===== src/logic/ppfs_pkg.sv =====
package ppfs_pkg;
  // Register byte offsets
  localparam logic [7:0] OFS_PORT_MODE_REG_ONE = 8'h00;
  localparam logic [7:0] OFS_PORT_TWO_DIRECTION_REG = 8'h04;
  localparam logic [7:0] OFS_PORT_TWO_DATA_REG = 8'h08;
  localparam logic [7:0] OFS_SERIAL_CONTROL_REG = 8'h0C;
  localparam logic [7:0] OFS_SERIAL_MODE_REG = 8'h10;
  localparam logic [7:0] OFS_PORT_FIVE_MODE_REG = 8'h14;
  localparam logic [7:0] OFS_PORT_FIVE_DATA = 8'h18;
  // Field positions
  localparam int BIT_TX_SELECT = 1;
  localparam int BIT_RECEIVE_ENABLE = 4;
  localparam int BIT_CLOCK_SELECT_HI = 1;
  localparam int BIT_CLOCK_SELECT_LO = 0;
  localparam int BIT_COMM_MODE = 7;
  // Reset values, read constants and the NONSEQ transfer code
  localparam logic [7:0] RST_BYTE = 8'h00;
  localparam logic [31:0] PDR_UPPER_ONES = 32'h0000_00F8;
  localparam logic [1:0] HTRANS_NONSEQ = 2'h2;
  // Roles of one port two pin
  typedef struct packed {
    logic oe;
    logic out;
  } ppfs_drive_t;
endpackage : ppfs_pkg


===== src/logic/ppfs_pin_decode.sv =====
`timescale 1ns/1ps
// Combinational role decode for the three shared port two pins
module ppfs_pin_decode
  import ppfs_pkg::*;
(
  input wire logic i_tx_sel,
  input wire logic i_rx_en,
  input wire logic i_cke_hi,
  input wire logic i_cke_lo,
  input wire logic i_comm_sync,
  input wire logic [2:0] i_dir,
  input wire logic [2:0] i_data,
  input wire logic i_txd,
  input wire logic i_sck_out,
  output ppfs_drive_t o_drv [3]
);
  // Pin two: transmit wins over direction bit
  always_comb
  begin
    if (i_tx_sel)
    begin
      o_drv[2] = '{oe: 1'b1, out: i_txd};
    end
    else
    begin
      o_drv[2] = '{oe: i_dir[2], out: i_data[2]};
    end
  end
  // Pin one: receive input wins over direction bit
  always_comb
  begin
    if (i_rx_en)
    begin
      o_drv[1] = '{oe: 1'b0, out: 1'b0};
    end
    else
    begin
      o_drv[1] = '{oe: i_dir[1], out: i_data[1]};
    end
  end
  // Pin zero: clock select first, then communication mode
  always_comb
  begin
    if (i_cke_hi)
    begin
      o_drv[0] = '{oe: 1'b0, out: 1'b0};
    end
    else if (i_cke_lo)
    begin
      o_drv[0] = '{oe: 1'b1, out: i_sck_out};
    end
    else if (i_comm_sync)
    begin
      o_drv[0] = '{oe: 1'b1, out: i_sck_out};
    end
    else
    begin
      o_drv[0] = '{oe: i_dir[0], out: i_data[0]};
    end
  end
endmodule : ppfs_pin_decode


===== src/logic/ppfs_top.sv =====
`timescale 1ns/1ps
// Pin function select for port two and port five, AHB-Lite slave
module ppfs_top
  import ppfs_pkg::*;
(
  input wire logic I_REF_CLK,
  input wire logic I_RESET_N,
  input wire logic I_HSEL,
  input wire logic [31:0] I_HADDR,
  input wire logic [1:0] I_HTRANS,
  input wire logic I_HWRITE,
  input wire logic [2:0] I_HSIZE,
  input wire logic [31:0] I_HWDATA,
  input wire logic I_HREADY,
  output logic [31:0] O_HRDATA,
  output logic O_HREADYOUT,
  output logic O_HRESP,
  input wire logic [2:0] I_PORT_TWO_PIN,
  output logic [2:0] O_PORT_TWO_PIN,
  output logic [2:0] O_PORT_TWO_PIN_OE,
  input wire logic I_TXD,
  input wire logic I_SCK_OUT,
  output logic O_RXD,
  output logic O_SCK_IN,
  output logic O_TX_SELECT,
  output logic O_RECEIVE_ENABLE,
  output logic [1:0] O_CLOCK_SELECT,
  output logic O_COMM_SYNC,
  input wire logic [7:2] I_PORT_FIVE_PIN,
  input wire logic [7:6] I_PORT_FIVE_OUT,
  input wire logic [7:6] I_PORT_FIVE_OUT_EN,
  output logic [7:6] O_PORT_FIVE_PIN,
  output logic [7:6] O_PORT_FIVE_PIN_OE,
  output logic [5:2] O_WAKEUP_INPUT,
  output logic O_ADC_EXTERNAL_TRIGGER
);
  logic [7:0] port_mode_reg_one; // Transmit select lives here
  logic [2:0] port_two_direction_reg; // Write-only direction bits
  logic [2:0] port_two_data_reg; // Output latch
  logic [7:0] serial_control_reg; // Receive enable and clock select
  logic [7:0] serial_mode_reg; // Communication mode
  logic [7:0] port_five_mode_reg; // Open-drain and wakeup selects
  logic wr_pend; // Write data phase pending
  logic [7:0] wr_addr; // Latched write address
  ppfs_drive_t drv [3]; // Decoded port two drives
  logic [31:0] next_rdata; // Read mux result
  logic take; // Valid address phase
  logic [2:0] p2_rd; // Port two read value

  assign take = I_HSEL && I_HREADY && (I_HTRANS == HTRANS_NONSEQ);

  // Shared pin role decoder
  ppfs_pin_decode u_decode (
    .i_tx_sel(port_mode_reg_one[BIT_TX_SELECT]),
    .i_rx_en(serial_control_reg[BIT_RECEIVE_ENABLE]),
    .i_cke_hi(serial_control_reg[BIT_CLOCK_SELECT_HI]),
    .i_cke_lo(serial_control_reg[BIT_CLOCK_SELECT_LO]),
    .i_comm_sync(serial_mode_reg[BIT_COMM_MODE]),
    .i_dir(port_two_direction_reg),
    .i_data(port_two_data_reg),
    .i_txd(I_TXD),
    .i_sck_out(I_SCK_OUT),
    .o_drv(drv)
  );

  // Bus write phase bookkeeping; always zero wait states
  always_ff @(posedge I_REF_CLK or negedge I_RESET_N)
  begin
    if (!I_RESET_N)
    begin
      wr_pend <= 1'b0;
      wr_addr <= RST_BYTE;
      O_HREADYOUT <= 1'b1;
      O_HRESP <= 1'b0;
    end
    else
    begin
      O_HREADYOUT <= 1'b1;
      // Every transfer answers OKAY
      O_HRESP <= 1'b0;
      wr_pend <= take && I_HWRITE;
      wr_addr <= I_HADDR[7:0];
    end
  end

  // Register writes in the data phase
  always_ff @(posedge I_REF_CLK or negedge I_RESET_N)
  begin
    if (!I_RESET_N)
    begin
      port_mode_reg_one <= RST_BYTE;
      port_two_direction_reg <= 3'h0;
      port_two_data_reg <= 3'h0;
      serial_control_reg <= RST_BYTE;
      serial_mode_reg <= RST_BYTE;
      port_five_mode_reg <= RST_BYTE;
    end
    else if (wr_pend)
    begin
      case (wr_addr)
        OFS_PORT_MODE_REG_ONE: port_mode_reg_one <= I_HWDATA[7:0];
        OFS_PORT_TWO_DIRECTION_REG: port_two_direction_reg <= I_HWDATA[2:0];
        OFS_PORT_TWO_DATA_REG: port_two_data_reg <= I_HWDATA[2:0];
        OFS_SERIAL_CONTROL_REG: serial_control_reg <= I_HWDATA[7:0];
        OFS_SERIAL_MODE_REG: serial_mode_reg <= I_HWDATA[7:0];
        OFS_PORT_FIVE_MODE_REG: port_five_mode_reg <= I_HWDATA[7:0];
        default: ;
      endcase
    end
  end

  // Data read: latch for outputs, live pin for inputs
  generate
    for (genvar g = 0; g < 3; g++)
    begin : g_p2rd
      assign p2_rd[g] = port_two_direction_reg[g] ? port_two_data_reg[g] : I_PORT_TWO_PIN[g];
    end
  endgenerate

  // Read mux; direction register reads zero
  always_comb
  begin
    next_rdata = 32'h0000_0000;
    case (I_HADDR[7:0])
      OFS_PORT_MODE_REG_ONE: next_rdata = {24'h00_0000, port_mode_reg_one};
      OFS_PORT_TWO_DATA_REG: next_rdata = PDR_UPPER_ONES | {29'h0000_0000, p2_rd};
      OFS_SERIAL_CONTROL_REG: next_rdata = {24'h00_0000, serial_control_reg};
      OFS_SERIAL_MODE_REG: next_rdata = {24'h00_0000, serial_mode_reg};
      OFS_PORT_FIVE_MODE_REG: next_rdata = {24'h00_0000, port_five_mode_reg};
      OFS_PORT_FIVE_DATA: next_rdata = {24'h00_0000, I_PORT_FIVE_PIN, 2'h0};
      default: next_rdata = 32'h0000_0000;
    endcase
  end

  // Read data register
  always_ff @(posedge I_REF_CLK or negedge I_RESET_N)
  begin
    if (!I_RESET_N)
    begin
      O_HRDATA <= 32'h0000_0000;
    end
    else if (take && !I_HWRITE)
    begin
      O_HRDATA <= next_rdata;
    end
  end

  // Port two pin and serial outputs, registered
  always_ff @(posedge I_REF_CLK or negedge I_RESET_N)
  begin
    if (!I_RESET_N)
    begin
      O_PORT_TWO_PIN <= 3'h0;
      O_PORT_TWO_PIN_OE <= 3'h0;
      O_RXD <= 1'b1;
      O_SCK_IN <= 1'b0;
      O_TX_SELECT <= 1'b0;
      O_RECEIVE_ENABLE <= 1'b0;
      O_CLOCK_SELECT <= 2'h0;
      O_COMM_SYNC <= 1'b0;
    end
    else
    begin
      for (int k = 0; k < 3; k++)
      begin
        O_PORT_TWO_PIN[k] <= drv[k].out;
        O_PORT_TWO_PIN_OE[k] <= drv[k].oe;
      end
      O_RXD <= serial_control_reg[BIT_RECEIVE_ENABLE] ? I_PORT_TWO_PIN[1] : 1'b1;
      O_SCK_IN <= serial_control_reg[BIT_CLOCK_SELECT_HI] ? I_PORT_TWO_PIN[0] : 1'b0;
      O_TX_SELECT <= port_mode_reg_one[BIT_TX_SELECT];
      O_RECEIVE_ENABLE <= serial_control_reg[BIT_RECEIVE_ENABLE];
      O_CLOCK_SELECT <= serial_control_reg[1:0];
      O_COMM_SYNC <= serial_mode_reg[BIT_COMM_MODE];
    end
  end

  // Port five open-drain and wakeup routing
  always_ff @(posedge I_REF_CLK or negedge I_RESET_N)
  begin
    if (!I_RESET_N)
    begin
      O_PORT_FIVE_PIN <= 2'h0;
      O_PORT_FIVE_PIN_OE <= 2'h0;
      O_WAKEUP_INPUT <= 4'h0;
      O_ADC_EXTERNAL_TRIGGER <= 1'b0;
    end
    else
    begin
      for (int k = 6; k < 8; k++)
      begin
        if (port_five_mode_reg[k])
        begin
          // Open drain: drive only a low, release for high
          O_PORT_FIVE_PIN[k] <= 1'b0;
          O_PORT_FIVE_PIN_OE[k] <= I_PORT_FIVE_OUT_EN[k] && !I_PORT_FIVE_OUT[k];
        end
        else
        begin
          O_PORT_FIVE_PIN[k] <= I_PORT_FIVE_OUT[k];
          O_PORT_FIVE_PIN_OE[k] <= I_PORT_FIVE_OUT_EN[k];
        end
      end
      for (int k = 2; k < 6; k++)
      begin
        O_WAKEUP_INPUT[k] <= port_five_mode_reg[k] && I_PORT_FIVE_PIN[k];
      end
      O_ADC_EXTERNAL_TRIGGER <= port_five_mode_reg[5] && I_PORT_FIVE_PIN[5];
    end
  end
endmodule : ppfs_top


===== config.mk =====
export PLATFORM = sky130hd
export DESIGN_NAME = ppfs_top
export DESIGN_NICKNAME = d
export VERILOG_FILES = /design/src/logic/ppfs_pkg.sv /design/src/logic/ppfs_pin_decode.sv /design/src/logic/ppfs_top.sv
export SDC_FILE = /design/constraint.sdc
export NUM_CORES = 1
export LEC_CHECK = 0
export BUFFER_PORTS_ARGS = -buffer_cell sky130_fd_sc_hd__buf_2
export CAP_MARGIN = 20
export CELL_PAD_IN_SITES_DETAIL_PLACEMENT = 1
export CELL_PAD_IN_SITES_GLOBAL_PLACEMENT = 1
export CORE_ASPECT_RATIO = 1.4
export CORE_UTILIZATION = 34
export CTS_BUF_LIST = sky130_fd_sc_hd__clkbuf_4 sky130_fd_sc_hd__clkbuf_8
export DETAILED_ROUTE_END_ITERATION = 6
export HOLD_SLACK_MARGIN = 0.15
export PLACE_DENSITY_LB_ADDON = 0.25
export SLEW_MARGIN = 20
export SYNTH_ARGS = -nofsm -noshare
export SYNTH_HDL_FRONTEND = slang
export SYNTH_SLANG_ARGS = --single-unit

===== constraint.sdc =====
create_clock -name I_REF_CLK -period 1.8 [get_ports I_REF_CLK]
set_input_delay 0.09 -clock I_REF_CLK [delete_from_list [all_inputs] [get_ports I_REF_CLK]]
set_output_delay 0.09 -clock I_REF_CLK [all_outputs]
set_load 0.005 [all_outputs]

==> flow_summary.json <==
{
  "synth_warnings": 0,
  "rsz0062_at_grt": "true",
  "finalWirelength_um": 8040,
  "maxCapViolCount": 0,
  "crit_family": "simple AND/OR/NAND/NOR gates",
  "ys_ff_latch": 76,
  "final_area_um2": 4290,
  "worstSetupPathType": "reg -> reg",
  "cp.buffers_inverters": 0,
  "cp_slowest_stage_delay_ns": 0.57,
  "clock.fmax_mhz": 534,
  "coreArea_um2": 9410,
  "antenna_found_initial": 0,
  "timing.rr.end": "port_two_data_reg[0]",
  "diodes": 0,
  "setup_ws_ns": -0.0735,
  "setup_viol_count_final": 19,
  "vdd_drop_max_uv": 325,
  "ant_nets": 0,
  "drt_iter0_drc": 69,
  "io_buffers": 67,
  "slew_headroom_pct": 63.7,
  "grt_max_degree": 49,
  "fin_crit_ns": 1.87,
  "worstPathRequired_ns": 2.05,
  "area_growth_pct": 30.7,
  "worstRegToRegCells": 4,
  "gp_congestion": 0.735,
  "drv_slew": 0,
  "synthFlopType": "dfrtp_1",
  "ctsRootBufferMaster": "clkbuf_8",
  "crit_chain": "or4b_4, nor2_2, and4b_1, mux2_2",
  "ys_seq_area_share_pct": 58.0,
  "worstPathMaxFanout": 3,
  "fin_nets": 459,
  "chipWidth_um": 85.1,
  "die_h_um": 118,
  "syn_avg_cell_area_um2": 12.8,
  "synth_area_um2": 3280,
  "cts_made_buffers": 9,
  "overflow": 0,
  "tritoncts": "done",
  "place_area_um2": 3740,
  "period_share_pct": 104,
  "holdWs_ns": 0.197,
  "worst_slew_pin_slew_ns": 0.545,
  "dieArea_um2": 10100,
  "firstDrtPassIters": 6,
  "power.density_nw_per_um2": 801,
  "grt_use_total_pct": 17.2,
  "reg2reg_slack_ns": -0.07,
  "finalClockSkew_ns": 0.00606,
  "setup-tns-final_ns": -1.09,
  "place_ws_ns": -0.142,
  "io_pins": 145,
  "finalHoldViolCount": 0,
  "status": "complete, but fails checks",
  "drive_above_1_share_pct": 39.2,
  "ys_async_sr_fraction_pct": 100,
  "synth-edff-count": 0,
  "cp-end-kind": "flip-flop",
  "min_path_type": "in -> async",
  "cts.sinks": 76,
  "cts.htree.levels": 3,
  "critical-path-slowest-cell": "or4b_4",
  "grt_pass1_wl_um": 12900,
  "core.rowCount": 42,
  "utilization_pct": 45.6,
  "initial_core_util_pct": 34.9,
  "grt_pass1_vias": 2517,
  "fill_cells": 1041,
  "clk_transition_reported_paths_ns": 0.08,
  "clk_latency_ns": 0.36,
  "critPathArrivalTime_ns": 2.12,
  "clk_path_buf_depth": 2,
  "avgRoutedWirePerCell_um": 16.6,
  "r2r-start": "wr_addr[7]",
  "via_per_inst": 4.92,
  "yosys.cell_types.count": 39,
  "via_count": 2385,
  "netlist_instances": 256,
  "post-route-drc-count": 1,
  "violations": "DRC, setup timing",
  "start_kind": "flip-flop",
  "p_leak_nw": 2.06,
  "hpwl_um": 5450
}
placed cells by master, fill, tap and decap left out, types with 2 or more instances in the layout:
cell type      synthesis  routed
a21boi_0               3       3
a22o_1                 4       4
inv_1                  3       3
nand2b_1               5       5
nand3_1                4       4
nor3_1                 3       3
nand2_1                8       8
nand3b_1               2       2
mux2_4                 0       4
clkbuf_8               0       9
and2_1                 5       5
o21ai_0               10      10
nor2b_1                7       7
dfrtp_1               75      75
a21oi_1                7       7
clkinvlp_4             0       3
nand4b_1               2       2
buf_2                  0      66
mux2_2                41      37
clkinv_2               0       3
buf_4                 27      13
conb_1                 2      26
nor2_1                 9       8
o211ai_1               2       2
buf_12                 0       2
a221oi_1               4       4
dlygate4sd3_1          0      32
mux2i_1                7       7
a22oi_1                3       3
cell type report:
class,count,area [µm²],share of cell area [%]
inverters,3,11.3,0.262
multi-input cells,166,1250,29.1
flip-flops and latches,76,1900,44.3
clock inverters,7,67.6,1.57
clock buffers,9,124,2.89
repair buffers,114,800,18.6
well taps,110,138,3.21
cell usage after synthesis (2+ instances only):
library cell | number | area share, %
a221oi_1 | 4 | 1.1
a21oi_1 | 7 | 1.1
nand2_1 | 8 | 0.91
nor3_1 | 3 | 0.46
clkbuf_1 | 7 | 0.80
buf_4 | 27 | 6.2
nor2_1 | 9 | 1.0
nand2b_1 | 5 | 0.95
o21ai_0 | 10 | 1.5
o211ai_1 | 2 | 0.46
mux2_2 | 41 | 14
conb_1 | 2 | 0.23
nand3b_1 | 2 | 0.46
mux2i_1 | 7 | 2.1
a22oi_1 | 3 | 0.69
nand3_1 | 4 | 0.61
nand4b_1 | 2 | 0.53
dfrtp_1 | 75 | 57
a21boi_0 | 3 | 0.69
a22o_1 | 4 | 1.1
nor2b_1 | 7 | 1.3
and2_1 | 5 | 0.95
inv_1 | 3 | 0.34
what timing repair did:
action                                  4_1_cts  5_1_grt
endpoints found under the hold margin       137        0
cloned                                        0        0
pin swaps                                     2        0
setup buffers                                 0        2
gates resized for setup                       6        1
endpoints found under the setup margin       22       22
hold buffers                                 32        0
through the flow:
step / power, mW / cells
floorplan: 2.01 / 280
global placement: 2.12 / 435
detailed placement: 2.13 / 435
CTS: 3.47 / 483
global route: 3.58 / 485
finish: 3.44 / 485
worst max path at each step:
| stage | from | to | slack, ns | depth (start not counted) |
|---|---|---|---|---|
| 2_1_floorplan | wr_addr[5] | port_mode_reg_one[0] | -0.07 | 3 |
| 3_5_place_dp | wr_addr[5] | port_mode_reg_one[6] | -0.14 | 4 |
| 6_report | wr_addr[7] | port_two_data_reg[0] | -0.07 | 4 |
| 5_1_grt | wr_addr[7] | port_mode_reg_one[5] | -0.13 | 4 |
| 4_1_cts | wr_addr[7] | port_mode_reg_one[0] | -0.09 | 4 |
| 3_3_place_gp | wr_addr[5] | port_mode_reg_one[3] | -0.12 | 4 |
per-layer routing:
metal	GRT usage [%]	vias up	routed length, µm
li1	-	1088	-
met1	19.9	1223	3270
met2	29.8	63	4300
met3	4.33	11	304
met4	7.63	0	169
met5	0	-	0
power breakdown:
part	switching, mW	total (mW)	internal [mW]
Combinational	0.167	0.341	0.174
Sequential	0.0417	1.81	1.77
Clock	0.651	1.28	0.632
cells by family after synthesis:
logic type / synth area share [%]
AO/OA/AOI/OAI: 7.81
buffers and inverters: 7.47
other: 0.229
AND/OR/NAND/NOR: 10.3
flip-flops: 58.0
multiplexers: 16.2
(Power assumes the default switching activity.)
